### src/dacr_cfg.svh
// Timing and format constants for the dual converter readout block
`ifndef DACR_CFG_SVH
`define DACR_CFG_SVH

`define DACR_DATA_W       14
`define DACR_FIFO_DEPTH   4
`define DACR_CLK_MHZ      50
`define DACR_CONV_NS      5200
`define DACR_CYCLE_NS     5700
// Longest time rounds down: 260 cycles
`define DACR_CONV_CYC     ((`DACR_CONV_NS * `DACR_CLK_MHZ) / 1000)
// Least time rounds up: 285 cycles
`define DACR_CYCLE_CYC    ((`DACR_CYCLE_NS * `DACR_CLK_MHZ + 999) / 1000)
// Counter end value leaves room for pin sync and the two result writes
`define DACR_CONV_LAST    (`DACR_CONV_CYC - 6)
// Busy rise to busy fall, less the three cycles of pin sync and detection
`define DACR_BUSY_MAX     (`DACR_CONV_CYC - 3)
`define DACR_SIGN_BIT     13
`define DACR_CNT_W        9

`endif

### src/dacr_pkg.sv
// Types shared by the dual converter readout block
package dacr_pkg;
    `include "dacr_cfg.svh"

    typedef logic [`DACR_DATA_W-1:0] dacr_word_t;

    typedef struct packed {
        logic conv_n;
        logic sel;
        logic cs_n;
        logic rd_n;
    } dacr_pins_s;

    typedef struct packed {
        dacr_word_t first;
        dacr_word_t second;
    } dacr_pair_s;

    typedef enum logic [1:0] {
        DACR_IDLE,
        DACR_CONV,
        DACR_PUSH1,
        DACR_PUSH2
    } dacr_state_e;
endpackage : dacr_pkg

### src/dacr_fifo.sv
// Small result FIFO with valid/ready on both sides
`timescale 1ns/1ps
module dacr_fifo #(
    parameter int W = 14,
    parameter int D = 4
) (
    input  wire logic         clk,
    input  wire logic         rst,
    input  wire logic         in_valid,
    output logic              in_ready,
    input  wire logic [W-1:0] in_data,
    output logic              out_valid,
    input  wire logic         out_ready,
    output logic [W-1:0]      out_data
);
    localparam int AW = $clog2(D);

    logic [W-1:0] mem_q [D];
    logic [AW:0]  wr_q;
    logic [AW:0]  rd_q;
    wire          full  = (wr_q[AW] != rd_q[AW]) && (wr_q[AW-1:0] == rd_q[AW-1:0]);
    wire          empty = (wr_q == rd_q);
    wire          push  = in_valid && !full;
    wire          pop   = out_ready && !empty;

    assign in_ready  = !full;
    assign out_valid = !empty;
    assign out_data  = mem_q[rd_q[AW-1:0]];

    always_ff @(posedge clk) begin
        if (push) begin
            mem_q[wr_q[AW-1:0]] <= in_data;
        end
    end

    always_ff @(posedge clk) begin
        if (rst) begin
            wr_q <= '0;
            rd_q <= '0;
        end else begin
            wr_q <= wr_q + (AW+1)'(push);
            rd_q <= rd_q + (AW+1)'(pop);
        end
    end
endmodule : dacr_fifo

### src/dacr_top.sv
// Conversion control and parallel readout of a dual simultaneous-sampling converter
// How it works
// - A falling edge on conversion_start_n starts a conversion of both inputs of the selected pair.
// - On the third clock edge after that edge both track-and-hold stages go into hold together.
// - Results sit in the output store no later than 5.2 us after the start edge while the result FIFO has room for both words.
// - BUSY falling marks end of conversion, after which both results of the pair can be read.
// - With pair_select low, the first read returns pair A first input and the second read pair A second input.
// - With pair_select high, the next two reads return pair B first input then pair B second input.
// - A full sample cycle is at least 5.7 us and starts arriving faster are not honoured.
// - Bipolar variants give 14-bit two's complement codes of span over 16,384.
// - The unipolar variant gives 14-bit straight binary codes with zero at ground.
// - Chip select falling together with read also works; a read strobe that falls while chip select is high reads no word.
// - BUSY goes high on the third clock edge after the start edge and stays high until both results are in the result FIFO.
// - At end of conversion both track-and-hold stages return to tracking.
`timescale 1ns/1ps
`include "dacr_cfg.svh"
module dacr_top
    import dacr_pkg::*;
#(
    parameter bit BIPOLAR = 1'b1
) (
    input  wire logic       clk,
    input  wire logic       rst,
    input  wire logic       conversion_start_n,
    input  wire logic       pair_select,
    input  wire logic       cs_n,
    input  wire logic       rd_n,
    input  wire dacr_word_t pair_a_input_first,
    input  wire dacr_word_t pair_a_input_second,
    input  wire dacr_word_t pair_b_input_first,
    input  wire dacr_word_t pair_b_input_second,
    output logic            busy,
    output logic            track_hold_hold,
    output dacr_word_t      data_out,
    output logic            data_oe
);
    localparam int BUSY_MAX = `DACR_BUSY_MAX;

    // Sample inputs arrive as offset binary; bipolar flips the sign bit
    function automatic dacr_word_t fmt_code(input dacr_word_t raw);
        fmt_code = raw;
        fmt_code[`DACR_SIGN_BIT] = raw[`DACR_SIGN_BIT] ^ BIPOLAR;
    endfunction : fmt_code

    ////////////////////////////////////////////////////////////////////////
    // Pin synchronisers
    dacr_pins_s pins_raw;
    dacr_pins_s s1_q;
    dacr_pins_s s2_q;
    dacr_pins_s s3_q;

    assign pins_raw = '{conv_n: conversion_start_n, sel: pair_select, cs_n: cs_n, rd_n: rd_n};

    always_ff @(posedge clk) begin
        if (rst) begin
            s1_q <= '1;
            s2_q <= '1;
            s3_q <= '1;
        end else begin
            s1_q <= pins_raw;
            s2_q <= s1_q;
            s3_q <= s2_q;
        end
    end

    wire conv_fall = s3_q.conv_n && !s2_q.conv_n;
    wire rd_fall   = s3_q.rd_n && !s2_q.rd_n && !s2_q.cs_n;
    wire bus_sel   = !s2_q.cs_n && !s2_q.rd_n;

    ////////////////////////////////////////////////////////////////////////
    // Conversion sequencer
    dacr_state_e             state_q;
    dacr_state_e             state_d;
    logic [`DACR_CNT_W-1:0]  cnt_q;
    logic [`DACR_CNT_W-1:0]  gap_q;
    dacr_pair_s              held_q;
    logic                    busy_q;
    logic                    hold_q;
    logic                    fifo_in_ready;
    dacr_word_t              fifo_in_data;

    wire        cycle_ok  = (gap_q == `DACR_CNT_W'(`DACR_CYCLE_CYC));
    wire        start_ok  = conv_fall && (state_q == DACR_IDLE) && cycle_ok;
    wire        conv_done = (cnt_q == `DACR_CNT_W'(`DACR_CONV_LAST));
    wire        fifo_in_valid = (state_q == DACR_PUSH1) || (state_q == DACR_PUSH2);
    wire        push_done = (state_q == DACR_PUSH2) && fifo_in_ready;
    dacr_pair_s pair_now;

    assign pair_now = s2_q.sel ? dacr_pair_s'{first: pair_b_input_first, second: pair_b_input_second}
                               : dacr_pair_s'{first: pair_a_input_first, second: pair_a_input_second};
    assign fifo_in_data = fmt_code((state_q == DACR_PUSH1) ? held_q.first : held_q.second);

    always_comb begin
        state_d = state_q;
        case (state_q)
            DACR_IDLE: begin
                if (start_ok) state_d = DACR_CONV;
            end
            DACR_CONV: begin
                if (conv_done) state_d = DACR_PUSH1;
            end
            DACR_PUSH1: begin
                if (fifo_in_ready) state_d = DACR_PUSH2;
            end
            DACR_PUSH2: begin
                if (fifo_in_ready) state_d = DACR_IDLE;
            end
            default: state_d = DACR_IDLE;
        endcase
    end

    always_ff @(posedge clk) begin
        if (rst) begin
            state_q <= DACR_IDLE;
            cnt_q   <= '0;
            gap_q   <= `DACR_CNT_W'(`DACR_CYCLE_CYC);
        end else begin
            state_q <= state_d;
            cnt_q   <= (state_q == DACR_CONV) ? cnt_q + 1'b1 : '0;
            // Counts from one so a start exactly one full cycle later is honoured
            if (start_ok) gap_q <= `DACR_CNT_W'(1);
            else if (!cycle_ok) gap_q <= gap_q + 1'b1;
        end
    end

    always_ff @(posedge clk) begin
        if (rst) begin
            held_q <= '0;
            busy_q <= 1'b0;
            hold_q <= 1'b0;
        end else if (start_ok) begin
            held_q <= pair_now;
            busy_q <= 1'b1;
            hold_q <= 1'b1;
        end else if (push_done) begin
            busy_q <= 1'b0;
            hold_q <= 1'b0;
        end
    end

    ////////////////////////////////////////////////////////////////////////
    // Result FIFO and parallel read port
    logic       fifo_out_valid;
    dacr_word_t fifo_out_data;
    dacr_word_t data_q;
    logic       oe_q;
    wire        pop = rd_fall && fifo_out_valid;

    dacr_fifo #(
        .W (`DACR_DATA_W),
        .D (`DACR_FIFO_DEPTH)
    ) u_fifo (
        .clk       (clk),
        .rst       (rst),
        .in_valid  (fifo_in_valid),
        .in_ready  (fifo_in_ready),
        .in_data   (fifo_in_data),
        .out_valid (fifo_out_valid),
        .out_ready (pop),
        .out_data  (fifo_out_data)
    );

    // A strobe with nothing queued repeats the last word
    always_ff @(posedge clk) begin
        if (rst) begin
            data_q <= '0;
            oe_q   <= 1'b0;
        end else begin
            if (pop) data_q <= fifo_out_data;
            oe_q <= bus_sel;
        end
    end

    assign busy            = busy_q;
    assign track_hold_hold = hold_q;
    assign data_out        = data_q;
    assign data_oe         = oe_q;

    ////////////////////////////////////////////////////////////////////////
    // Checks
    busy_rise_a: assert property (@(posedge clk) disable iff (rst)
        start_ok |=> busy_q && hold_q)
        else $error("busy or hold not raised after start");

    hold_tracks_busy_a: assert property (@(posedge clk) disable iff (rst)
        hold_q == busy_q)
        else $error("hold and busy disagree");

    conv_time_a: assert property (@(posedge clk) disable iff (rst)
        $rose(busy_q) |-> ##[1:BUSY_MAX] (!busy_q || !fifo_in_ready))
        else $error("conversion too long");

    pair_capture_a: assert property (@(posedge clk) disable iff (rst)
        start_ok |=> held_q == $past(pair_now))
        else $error("wrong pair captured");

    push_order_a: assert property (@(posedge clk) disable iff (rst)
        (state_q == DACR_PUSH1) && fifo_in_ready |-> fifo_in_data == fmt_code(held_q.first)
            ##1 (fifo_in_data == fmt_code(held_q.second)))
        else $error("results queued out of order");

    code_format_a: assert property (@(posedge clk) disable iff (rst)
        fifo_in_valid |-> fifo_in_data[`DACR_SIGN_BIT] ==
            ((state_q == DACR_PUSH1 ? held_q.first[`DACR_SIGN_BIT] : held_q.second[`DACR_SIGN_BIT]) ^ BIPOLAR))
        else $error("output code format wrong");

    start_spacing_a: assert property (@(posedge clk) disable iff (rst)
        start_ok |=> !start_ok [*8])
        else $error("starts too close");

    oe_gating_a: assert property (@(posedge clk) disable iff (rst)
        data_oe == $past(bus_sel))
        else $error("bus driven without chip select and read");

    start_gate_a: assert property (@(posedge clk) disable iff (rst)
        conv_fall && (state_q != DACR_IDLE) |=> $stable(held_q))
        else $error("start accepted during conversion");

    track_release_a: assert property (@(posedge clk) disable iff (rst)
        $fell(busy_q) |-> !hold_q && $past(state_q) == DACR_PUSH2)
        else $error("hold not released at end of conversion");

    read_data_a: assert property (@(posedge clk) disable iff (rst)
        pop |=> data_q == $past(fifo_out_data))
        else $error("read strobe returned wrong word");
endmodule : dacr_top

### config.mk
export PLATFORM = sky130hd
export DESIGN_NAME = dacr_top
export DESIGN_NICKNAME = d
export VERILOG_FILES = /design/src/dacr_pkg.sv /design/src/dacr_fifo.sv /design/src/dacr_top.sv
export VERILOG_INCLUDE_DIRS = /design/src /design/src/src
export SDC_FILE = /design/constraint.sdc
export NUM_CORES = 1
export LEC_CHECK = 0
export BUFFER_PORTS_ARGS = -buffer_cell sky130_fd_sc_hd__buf_2
export CAP_MARGIN = 20
export CORE_MARGIN = 5
export CORE_UTILIZATION = 45
export CTS_BUF_LIST = sky130_fd_sc_hd__clkbuf_2 sky130_fd_sc_hd__clkbuf_4 sky130_fd_sc_hd__clkbuf_8
export DETAILED_ROUTE_END_ITERATION = 16
export PLACE_DENSITY = 0.7
export SLEW_MARGIN = 10
export SYNTH_ARGS = -nofsm -noshare
export SYNTH_HDL_FRONTEND = slang
export SYNTH_SLANG_ARGS = --single-unit
### constraint.sdc
create_clock -name clk -period 2.6 [get_ports clk]
set_clock_uncertainty 0.2 [all_clocks]
set_input_delay 0.13 -clock clk [delete_from_list [all_inputs] [get_ports clk]]
set_output_delay 0.13 -clock clk [all_outputs]
set_load 0.02 [all_outputs]
After elaboration in Yosys (flattened, before gate mapping) --
Memories as Yosys holds them, arrays and structs flattened. A register that Yosys moved wholly into a read port is not among the register bits. Index checks and enable logic that the tools add are counted.
Operators by class: add/sub/neg operators 4, eq/ne operators 13, muxes and demuxes 13, bitwise logic cells 2, reduce and logical (&&, ||, !) cells 22
Operators with widths (count):
- two-way mux 28 bit | 1
- adder 9 x 1 -> 9 bit (second input constant) | 2
- two-way mux 9 bit | 2
- two-way mux 14 bit | 1
- logical AND 1 bit | 11
- == test 9 x 8 -> 1 bit (second input constant) | 1
- == test 9 bit (second input constant) | 1
- two-way mux 2 bit | 4
- inequality test 2 bit (second input constant) | 4
- case mux 2 bit (4 select lines) | 1
- adder 3 x 1 -> 3 bit | 2
- logical NOT 1 bit | 5
- == test 2 bit (second input constant) | 2
- two-way mux 1 bit | 4
- AND reduction 4 bit | 1
- OR reduction 2 bit | 2
- == test 3 bit | 1
- == test 2 x 1 -> 1 bit (second input constant) | 1
- == test 2 bit | 1
- logical NOT 2 bit | 1
- inequality test 2 x 1 -> 1 bit (second input constant) | 1
- NOT 1 bit | 2
- nonzero test 2 bit | 1
- logical OR 1 bit | 1
- inequality test 1 bit | 1
Word-level totals: register bits 66, memory bits (writable) 56, bits of input ports 62, output and inout port bits 17, logic and storage cells 75, memories kept 1
Memories:
- u_fifo.mem_q | words 4, width 14, rd ports 1, clocked after memory_dff 1, wr ports 1, line dacr_fifo.sv:18 | logic [W-1:0] mem_q [D];

Logic depth before layout (Yosys ltp) --
Gate-level depths: netlist of the first run.
depth after elaboration 6, mapped depth 9, mapped depth without buffers 8

By module --
A second synthesis of the first run with hierarchy kept.
Unflattened totals: cell total of the unflattened synthesis 448, area, all modules 5639.2 um2
Modules (own cells, without submodules):
- dacr_top | times used 1, cells each 339, area each 3251.9 um2, seq. area each 1481.4 um2
- dacr_fifo | times used 1, cells each 109, area each 2387.3 um2, seq. area each 1801.7 um2

Least setup slack after synthesis of the first run --
OpenSTA, ideal clock, no wires.
kind register -> register, from reg state_q[0], to mem u_fifo.mem_q[2][0] (enable), library setup time 406 ps, data arrival time 2136 ps, required time 1994 ps, setup slack -142 ps, stages on the path, launching flop included 6, path buffers 1, clock period less this slack 2742 ps, path through dfxtp_1 > inv_1 > ha_1 > clkbuf_1 > o21ai_0 > nor3b_1
Between the ends: cells in the longest elaborated chain, start to end 5, elaborated cells between the ends (all ways) 6, classes of those cells eq/ne: 2; mux: 2; reduce/logical: 2
Ends and longest elaborated chain:
- start: declaration | line dacr_top.sv:72 | dacr_state_e state_q;
- start signal: assignment | line dacr_top.sv:118 | state_q <= state_d;
- == test 2 bit | line dacr_top.sv:85 | wire fifo_in_valid = (state_q == DACR_PUSH1) || (state_q == DACR_PUSH2);
- logical OR 1 bit * | line dacr_top.sv:85
- logical AND 1 bit * | line dacr_fifo.sv:23 | wire push = in_valid && !full;
- two-way mux 1 bit * | line dacr_fifo.sv:31 | if (push) begin
- two-way mux 1 bit (implied by the code) * | line dacr_fifo.sv:32 | mem_q[wr_q[AW-1:0]] <= in_data;
- end: declaration | line dacr_fifo.sv:18
Every way passes the cells marked *; elsewhere a longest branch is shown, timed or not.

Final worst setup path of the first run --
from reg u_fifo.rd_q[2], to mem u_fifo.mem_q[3][6] (enable)
Between the ends: cells in the longest elaborated chain, start to end 6
Ends and longest elaborated chain:
- start: declaration | line dacr_fifo.sv:20 | logic [AW:0] rd_q;
- start signal: assignment | line dacr_fifo.sv:42 | rd_q <= rd_q + (AW+1)'(pop);
- inequality test 1 bit | line dacr_fifo.sv:21 | wire full = (wr_q[AW] != rd_q[AW]) && (wr_q[AW-1:0] == rd_q[AW-1:0]);
- logical AND 1 bit | line dacr_fifo.sv:21
- logical NOT 1 bit | line dacr_fifo.sv:23
- logical AND 1 bit | line dacr_fifo.sv:23
- two-way mux 1 bit | line dacr_fifo.sv:31
- two-way mux 1 bit (implied by the code) | line dacr_fifo.sv:32
No other way between the ends.

==> results of run 1 <==
==> stage by stage <==
step / cell area, um2 / worst slack (ns)
floorplan: 5635 / -0.1420
global placement: 6210 / 0.4067
detailed placement: 6210 / 0.3825
CTS: 7261 / 0.3303
global route: 7261 / 0.1623
finish: 7261 / 0.3703
==> area by class of cell <==
type	instances	area, um2	area share
Clock buffer	18	241.5	0.03326
Clock inverter	14	198.9	0.02740
Inverter	8	30.03	0.004136
Multi-Input combinational cell	260	2193	0.3021
Sequential cell	136	3283	0.4522
Tap cell	168	210.2	0.02895
Timing Repair Buffer	151	1104	0.1520
==> power groups by stage <==
stage / clock network, uW / registers, uW / logic [uW]
floorplan: 0 / 2530 / 566
global placement: 0 / 2540 / 709
detailed placement: 0 / 2550 / 735
CTS: 1930 / 2500 / 821
global route: 2040 / 2530 / 920
finish: 1890 / 2500 / 818
==> sequential cells by signal (all words and copies together), names as in the netlist <==
register         cells
u_fifo.rd_q          3
s2_q                 4
data_out            14
u_fifo.wr_q          3
cnt_q                9
u_fifo.mem_q        56
held_q              28
track_hold_hold      1
s3_q                 2
gap_q                9
state_q              2
s1_q                 4
data_oe              1
==> placed cells by master, fill, tap and decap left out, drive strengths merged, types with 7 or more instances in the layout <==
| cell | synthesis | layout |
|---|---|---|
| clkbuf | 11 | 18 |
| dfxtp | 80 | 80 |
| mux4 | 14 | 14 |
| edfxtp | 56 | 56 |
| or2 | 10 | 10 |
| dlygate4sd3 | 0 | 61 |
| nor2 | 60 | 60 |
| inv | 8 | 11 |
| mux2i | 45 | 45 |
| o21ai | 7 | 7 |
| mux2 | 13 | 13 |
| xnor2 | 10 | 10 |
| ha | 13 | 13 |
| buf | 16 | 90 |
| a211oi | 29 | 29 |
==> layer usage <==
metal / global-route usage / routed length, um / up-vias
li1: - / - / 1854
met2: 0.2648 / 5446 / 87
met4: 0.07423 / 208 / 0
met3: 0.04039 / 489 / 16
met1: 0.1995 / 4833 / 1731
met5: 0 / 0 / -
==> kinds of logic (layout without fill, tap and decap cells) <==
group | Yosys count | in the layout | synth area share
AOI/OAI and AO/OA | 50 | 50 | 0.07438
xor gates and xnor gates | 13 | 13 | 0.02020
muxes | 72 | 72 | 0.1619
buffers and inverters | 35 | 191 | 0.03086
adders and majority gates | 13 | 13 | 0.02886
DFF | 136 | 136 | 0.5826
and+or+nand+nor | 112 | 112 | 0.1012
==> worst max path at each step <==
| stage | start | to | slack (ns) | cells past startpoint |
|---|---|---|---|---|
| finish | u_fifo.rd_q[2] | u_fifo.mem_q[3][6] | 0.37 | 5 |
| global route | u_fifo.rd_q[2] | u_fifo.mem_q[3][6] | 0.16 | 5 |
| CTS | u_fifo.rd_q[2] | u_fifo.mem_q[3][2] | 0.33 | 5 |
| detailed placement | u_fifo.rd_q[2] | u_fifo.mem_q[3][8] | 0.38 | 5 |
| global placement | u_fifo.rd_q[2] | u_fifo.mem_q[3][7] | 0.41 | 5 |
| floorplan | state_q[0] | u_fifo.mem_q[2][0] | -0.14 | 5 |
==> what timing repair did <==
item,4_1_cts,5_1_grt
hold buffers,61,0
endpoints found under the hold margin,34,0
resized for setup,0,0
endpoints found under the setup margin,0,0
==> results.ini, run 1 <==
[logic_synthesis]
syn_inst=431
async_flop_share=0
syn-cell-area_um2=5635
synth_common_cells=80 x dfxtp_1, 60 x nor2_1, 56 x edfxtp_1
synth_ff_type=dfxtp_1
synth_top_cell_by_area=edfxtp_1
ys_ff_latch=136
synth_top_area_frac=0.2984
avgSynthCellArea_um2=13.08
yosys.cell_types.count=45
synth-edff-count=56
syn_nets=506
yosys_warnings=0
yosysMostFrequentCell=dfxtp_1
ys_seq_area_frac=0.5826
synthTopCellsByArea=edfxtp_1 30%, dfxtp_1 28%, mux2i_1 8.0%, mux4_2 5.6%, nor2_1 4.0%

[placed_design]
dp_cells=662
place_congestion=0.7870
place_hpwl_um=6900
io_buffer_count=78

[cells_and_area]
stdcell_count=755
fill_cells=910
fin_nets=649
area_growth_pct=28.84
n_antenna_cell=0
post-route-util=0.5970
drive_gt1_frac=0.3015

[power_and_ir_drop]
combPwrFrac=0.157
p_sw_uw=1350
power_leakage_uw=0.002870
vdd_drop_max_v=0.0003423
total_power_uw=5210
power.density_nw_per_um2=717.5
intPower_uw=3860
seqPwrFrac=0.481
swShare=0.2591
clockPowerShare=0.362

[critical_path]
path_cells=xnor2_1 > nand3b_1 > o21ai_0 > inv_1 > and3_1
crit_path_max_incr_delay_ns=0.61
critPathKind=reg2reg
r2r_slack_ns=0.37
reg2regPathDepth=5
startpoint_type=flop
path_buf_inv=1
r2r_end=u_fifo.mem_q[3][6]
crit_required_ns=2.46
setup.worst_path.end_class=flop
crit_arrival_ns=2.09
reg2reg_from=u_fifo.rd_q[2]
path_max_fanout=14
path_delay_family=simple AND/OR/NAND/NOR gates
slowest_stage=and3_1

[sta]
clock.fmax_mhz=448.5
rsz0062_at_grt=no
tightestPinTransition_ns=0.6875
slew_violations=0
setup_viol=0
max-slew-margin-rel=0.5416
finalSetupTns_ns=0
hold_viol=0
hold_ws_ns=0.2103
finalCriticalPeriod_ns=2.230
period_share=0.8576

[clock_tree]
cts_tree=built
htree_levels=4
clk_latency_ns=0.43
clk_path_buf_depth=2
cts_buffers=17
cts.sinks=136
clk_pin_slew_ns=0.07
post_cts_buffers=0
cts_root_buf=clkbuf_8

[global_routing]
grt_usage=0.1609
grt_pass1_vias=3850
antenna_found_initial=0
grt_max_degree=65
grt-ovfl-total=0
grt_first_pass_wirelength_um=18550

[drt]
drcViolationCount=0
drt-pass1-iter-count=4
wl_per_cell_um=14.54
avgViaCountPerCell=4.885
wirelength_um=10980
ant_nets=0
num_vias=3688
drt-initial-drc-count=195

[floorplan]
core-area_um2=12160
die-area_um2=14860
start_util=0.4634
dieHeight_um=121.9
pin_count=79
die_x_um=121.9
rows=40

[status]
status=finished, final reports clean

[worst_hold_path]
min_path_type=reg2reg
holdPathStages=1
hold_end=s2_q[0]
worstHoldStart=s1_q[0]

[job]
maxCapViolCount=0

No activity file was read; power rests on OpenSTA's default activity.
==> run 2, diff against run 1 <==
--- a/config.mk
+++ b/config.mk
@@ -9,10 +9,10 @@
 export BUFFER_PORTS_ARGS = -buffer_cell sky130_fd_sc_hd__buf_2
 export CAP_MARGIN = 20
 export CORE_MARGIN = 5
-export CORE_UTILIZATION = 45
+export CORE_UTILIZATION = 49
 export CTS_BUF_LIST = sky130_fd_sc_hd__clkbuf_2 sky130_fd_sc_hd__clkbuf_4 sky130_fd_sc_hd__clkbuf_8
 export DETAILED_ROUTE_END_ITERATION = 16
-export PLACE_DENSITY = 0.7
+export PLACE_DENSITY = 0.75
 export SLEW_MARGIN = 10
 export SYNTH_ARGS = -nofsm -noshare
 export SYNTH_HDL_FRONTEND = slang
==> results.ini, run 2 (synthesized netlist as in run 1, its figures left out) <==
[status]
status=finished, final reports clean

[critical_path]
r2r_end=u_fifo.wr_q[1]
path_max_fanout=4  ; -10
critPathKind=reg2reg
crit_arrival_ns=2.36  ; +0.27 ns
setup.worst_path.end_class=flop
reg2regPathDepth=7  ; +2
startpoint_type=flop
reg2reg_from=state_q[0]
r2r_slack_ns=0.35  ; -0.02 ns
crit_required_ns=2.71  ; +0.25 ns

[cells_and_area]
n_antenna_cell=0  ; unchanged
layout_common_cells=80 x dfxtp_1, 78 x buf_2, 60 x nor2_1, 60 x dlygate4sd3_1, 56 x edfxtp_1
drive_gt1_frac=0.2986  ; -0.002898
final_common_cell=dfxtp_1
fin_nets=648  ; -0.15%
area_growth_pct=28.00
largest_register_ffs=56  ; unchanged

[sta]
setup_viol=0  ; unchanged
slew_violations=0  ; unchanged
hold_ws_ns=0.02908  ; -0.1812 ns
finalCriticalPeriod_ns=2.249  ; +0.01955 ns
fin_ws_ns=0.3508  ; -0.01955 ns
rsz0062_at_grt=no
max-slew-margin-rel=0.5547  ; +0.01306
clock.fmax_mhz=444.6  ; -0.87%
period_share=0.8651  ; +0.007520
finalSetupTns_ns=0  ; unchanged
tightestPinTransition_ns=0.6680  ; -0.01958 ns
hold_viol=0  ; unchanged

[global_routing]
grt_usage=0.1750  ; +0.01410
grt_max_degree=64  ; -1.5%
antenna_found_initial=0  ; unchanged
grt-ovfl-total=0  ; unchanged
grt_pass1_vias=3832  ; -0.47%
grt_first_pass_wirelength_um=18320  ; -1.3%

[power_and_ir_drop]
vdd_drop_max_v=0.0003405  ; -0.52%
seqPwrFrac=0.483  ; +0.002
intPower_uw=3838  ; -0.55%
power.density_nw_per_um2=720.9  ; +0.48%
combPwrFrac=0.159  ; +0.002
clockPowerShare=0.358  ; -0.004
p_sw_uw=1362  ; +0.88%
power_leakage_uw=0.002858  ; -0.44%
swShare=0.2619  ; +0.002762

[floorplan]
start_util=0.4957  ; +0.03228
pin_count=79  ; unchanged
dieHeight_um=117.2  ; -3.8%
core-area_um2=11370  ; -6.5%
die-area_um2=13750  ; -7.5%
die_x_um=117.2  ; -3.8%
rows=39  ; -2.5%

[drt]
avgViaCountPerCell=5.121  ; +4.8%
drt-initial-drc-count=153  ; -22%
wirelength_um=11140  ; +1.5%
drcViolationCount=0  ; unchanged
ant_nets=0  ; unchanged
num_vias=3733  ; +1.2%
wl_per_cell_um=15.29  ; +5.1%
drt-pass1-iter-count=4  ; unchanged

[job]
maxCapViolCount=0  ; unchanged

[worst_hold_path]
worstHoldStart=rst
hold_end=data_out[8]
min_path_type=in2reg
holdPathStages=2  ; +1

[placed_design]
place_hpwl_um=6810  ; -1.3%
io_buffer_count=78  ; unchanged
pre_cts_ws_ns=0.3512  ; -0.03135 ns
place_congestion=0.7400  ; -6.0%

[clock_tree]
cts_root_buf=clkbuf_8
clk_latency_ns=0.43  ; about the same
cts_buffers=17  ; unchanged
cts_tree=built
post_cts_buffers=0  ; unchanged
post_cts_resized=0  ; unchanged
cts.sinks=136  ; unchanged
htree_levels=4  ; unchanged
clk_path_buf_depth=2  ; unchanged
clk_pin_slew_ns=0.08  ; about the same

-- run 2: how the worst max path moves through the flow --
stage | startpoint | to | depth (start not counted) | slack, ns
global placement | state_q[0] | u_fifo.wr_q[1] | 7 | 0.48
CTS | state_q[0] | u_fifo.wr_q[1] | 7 | 0.35
detailed placement | state_q[0] | u_fifo.wr_q[1] | 7 | 0.35
floorplan | state_q[0] | u_fifo.mem_q[2][0] | 5 | -0.14
global route | gap_q[0] | held_q[0] | 6 | 0.18
finish | state_q[0] | u_fifo.wr_q[1] | 7 | 0.35
-- run 2: metal layers --
layer	global-route usage	up-vias	wire length (um)
met2	0.3005	102	5778
met4	0.06651	0	172
met1	0.2122	1759	4532
met5	0	-	0
met3	0.04370	17	660
li1	-	1855	-
-- run 2: critical path: stages (launching register included) --
cell     delay, ns
dfxtp_1       0.39
inv_1         0.10
ha_1          0.21
o21ai_0       0.49
inv_1         0.14
ha_1          0.22
ha_1          0.26
nor2b_1       0.13
-- run 2: per-stage QoR --
stage	power [uW]	utilization	cell area [um2]	instances
after floorplan	3096	-	5635	431
after global placement	3250	0.5434	6178	637
after detailed placement	3289	0.5434	6178	637
after CTS	5222	0.6344	7213	729
after global routing	5455	0.6344	7213	729
final	5200	0.6344	7213	729
-- run 2: repair_timing --
action / 4_1_cts / 5_1_grt
hold endpoints to repair: 32 / 0
hold buffers: 60 / 0
endpoints found under the setup margin: 0 / 0
-- run 2: area by class of cell --
type,instances,area [um2]
clock buffers,17,234.0
clock inverters,15,200.2
fillers,802,4156
inverters,8,30.03
multi-input cells,260,2193
flip-flops and latches,136,3283
well taps,143,178.9
repair buffers,150,1094
-- run 2: power by group through the flow --
stage               Sequential (uW)  Combinational [uW]  Clock [uW]
floorplan                      2530                 566           0
global placement               2540                 706           0
detailed placement             2550                 736           0
CTS                            2510                 822        1890
global route                   2530                 922        2000
finish                         2510                 827        1860
==> run 3, diff against run 2 <==
--- a/config.mk
+++ b/config.mk
@@ -12,6 +12,7 @@
 export CORE_UTILIZATION = 49
 export CTS_BUF_LIST = sky130_fd_sc_hd__clkbuf_2 sky130_fd_sc_hd__clkbuf_4 sky130_fd_sc_hd__clkbuf_8
 export DETAILED_ROUTE_END_ITERATION = 16
+export HOLD_SLACK_MARGIN = 0.03
 export PLACE_DENSITY = 0.75
 export SLEW_MARGIN = 10
 export SYNTH_ARGS = -nofsm -noshare
==> results.ini, run 3 (synthesized netlist as in run 1, its figures left out) <==
[cells_and_area]
area_growth_pct=28.17
fill_cells=801  ; -0.12%
final_common_cell=dfxtp_1
post-route-util=0.6353  ; +0.0008800
stdcell_area_um2=7223  ; +0.14%
n_antenna_cell=0  ; unchanged
layout_common_cells=80 x dfxtp_1, 78 x buf_2, 61 x dlygate4sd3_1, 60 x nor2_1, 56 x edfxtp_1
fin_nets=649  ; +0.15%
largest_register_ffs=56  ; unchanged
stdcell_count=730  ; +0.14%
drive_gt1_frac=0.2981  ; -0.0005087

[placed_design]
place_congestion=0.7400  ; unchanged
io_buffer_count=78  ; unchanged
place_hpwl_um=6810  ; unchanged
place_area_um2=6178  ; unchanged
dp_cells=637  ; unchanged

[drt]
wirelength_um=11230  ; +0.74%
wl_per_cell_um=15.38  ; +0.61%
avgViaCountPerCell=5.125  ; about the same
drt-pass1-iter-count=4  ; unchanged
ant_nets=0  ; unchanged
num_vias=3741  ; +0.21%
drt-initial-drc-count=166  ; +8.5%
drcViolationCount=0  ; unchanged

[critical_path]
setup.worst_path.end_class=flop
path_cells=inv_1 > ha_1 > o21ai_0 > inv_1 > ha_1 > ha_1 > nor2b_1
r2r_slack_ns=0.35  ; about the same
path_max_fanout=4  ; unchanged
path_buf_inv=2  ; unchanged
reg2regPathDepth=7  ; unchanged
crit_required_ns=2.72  ; about the same
path_delay_family=adder cells
slowest_stage=o21ai_0
reg2reg_from=state_q[0]
critPathKind=reg2reg
startpoint_type=flop
crit_arrival_ns=2.37  ; about the same
crit_path_max_incr_delay_ns=0.49  ; about the same
r2r_end=u_fifo.wr_q[1]
crit_path_frequent_cell=ha_1

[clock_tree]
clk_latency_ns=0.43  ; about the same
post_cts_resized=0  ; unchanged
cts.sinks=136  ; unchanged
clk_pin_slew_ns=0.07  ; about the same
clk_path_buf_depth=2  ; unchanged
cts_root_buf=clkbuf_8
cts_tree=built
post_cts_buffers=0  ; unchanged
htree_levels=4  ; unchanged
cts_buffers=17  ; unchanged

[floorplan]
die-area_um2=13750  ; unchanged
die_x_um=117.2  ; unchanged
pin_count=79  ; unchanged
core-area_um2=11370  ; unchanged
dieHeight_um=117.2  ; unchanged
rows=39  ; unchanged
start_util=0.4957  ; unchanged

[global_routing]
grt_pass1_vias=3838  ; +0.16%
grt-ovfl-total=0  ; unchanged
grt_usage=0.1753  ; +0.0003271
grt_first_pass_wirelength_um=18350  ; +0.19%
grt_max_degree=64  ; unchanged
antenna_found_initial=0  ; unchanged

[sta]
tightestPinTransition_ns=0.6695  ; +0.001521 ns
setup_viol=0  ; unchanged
finalCriticalPeriod_ns=2.249  ; -0.0003000 ns
slew_violations=0  ; unchanged
rsz0062_at_grt=no
clock.fmax_mhz=444.7  ; about the same
hold_viol=0  ; unchanged
max-slew-margin-rel=0.5537  ; -0.001013
period_share=0.8650  ; about the same
finalSetupTns_ns=0  ; unchanged

[power_and_ir_drop]
power.density_nw_per_um2=720.8  ; about the same
total_power_uw=5207  ; +0.12%
vdd_drop_max_v=0.0003402  ; about the same
power_leakage_uw=0.002862  ; +0.15%

[job]
maxCapViolCount=0  ; unchanged

[worst_hold_path]
holdPathStages=1  ; -1
hold_end=data_oe
min_path_type=reg2reg
worstHoldStart=s2_q[1]

[status]
status=finished, final reports clean

[run 3: cell types whose count changed in the layout (fill, tap and decap cells not counted), sizes merged]
cell and delta:
dlygate4sd3 +1
[run 3: how the worst max path moves through the flow]
stage / from / endpoint / slack [ns] / cells past startpoint
after global placement: state_q[0] / u_fifo.wr_q[1] / 0.48 / 7
after floorplan: state_q[0] / u_fifo.mem_q[2][0] / -0.14 / 5
after global routing: gap_q[0] / held_q[0] / 0.18 / 6
after detailed placement: state_q[0] / u_fifo.wr_q[1] / 0.35 / 7
after CTS: state_q[0] / u_fifo.wr_q[1] / 0.35 / 7
final: state_q[0] / u_fifo.wr_q[1] / 0.35 / 7
[run 3: what timing repair did]
item	4_1_cts	5_1_grt
hold buffers	61	0
endpoints found under the hold margin	36	0
endpoints found under the setup margin	0	0
[run 3: per-layer routing]
metal	wire length [um]	global-route usage	part of all wire	up-vias
met2	5808	0.3013	0.52	102
met3	587	0.04370	0.052	22
met1	4593	0.2125	0.41	1760
li1	-	-	-	1857
met4	236	0.06651	0.021	0
met5	0	0	0	-
[run 3: per-stage QoR]
stage,hold WS [ns],setup WS [ns]
after floorplan,0.03381,-0.1420
after global placement,0.1153,0.4831
after detailed placement,0.1191,0.3512
after CTS,0.2003,0.3460
after global routing,0.2189,0.1752
final,0.2054,0.3511
[run 3: worst register-to-register path, cell delays in order (launching register included)]
cell     delay (ns)
dfxtp_1        0.39
inv_1          0.10
ha_1           0.21
o21ai_0        0.49
inv_1          0.14
ha_1           0.22
ha_1           0.26
nor2b_1        0.13
[run 3: where the power goes]
group / switching, uW / internal (uW) / total (uW) / leakage (uW)
sequential: 111 / 2400 / 2510 / 0.00116
clock: 820 / 1050 / 1870 / 0.000212
combinational: 437 / 393 / 830 / 0.00149
total: 1370 / 3840 / 5210 / 0.00286
[run 3: cell type report]
type                    count  area [um2]  share of cell area
flip-flops and latches    136        3283              0.4545
multi-input cells         260        2193              0.3037
repair buffers            151        1104              0.1528
clock buffers              17       234.0             0.03239
clock inverters            15       200.2             0.02772
well taps                 143       178.9             0.02477
inverters                   8       30.03            0.004157
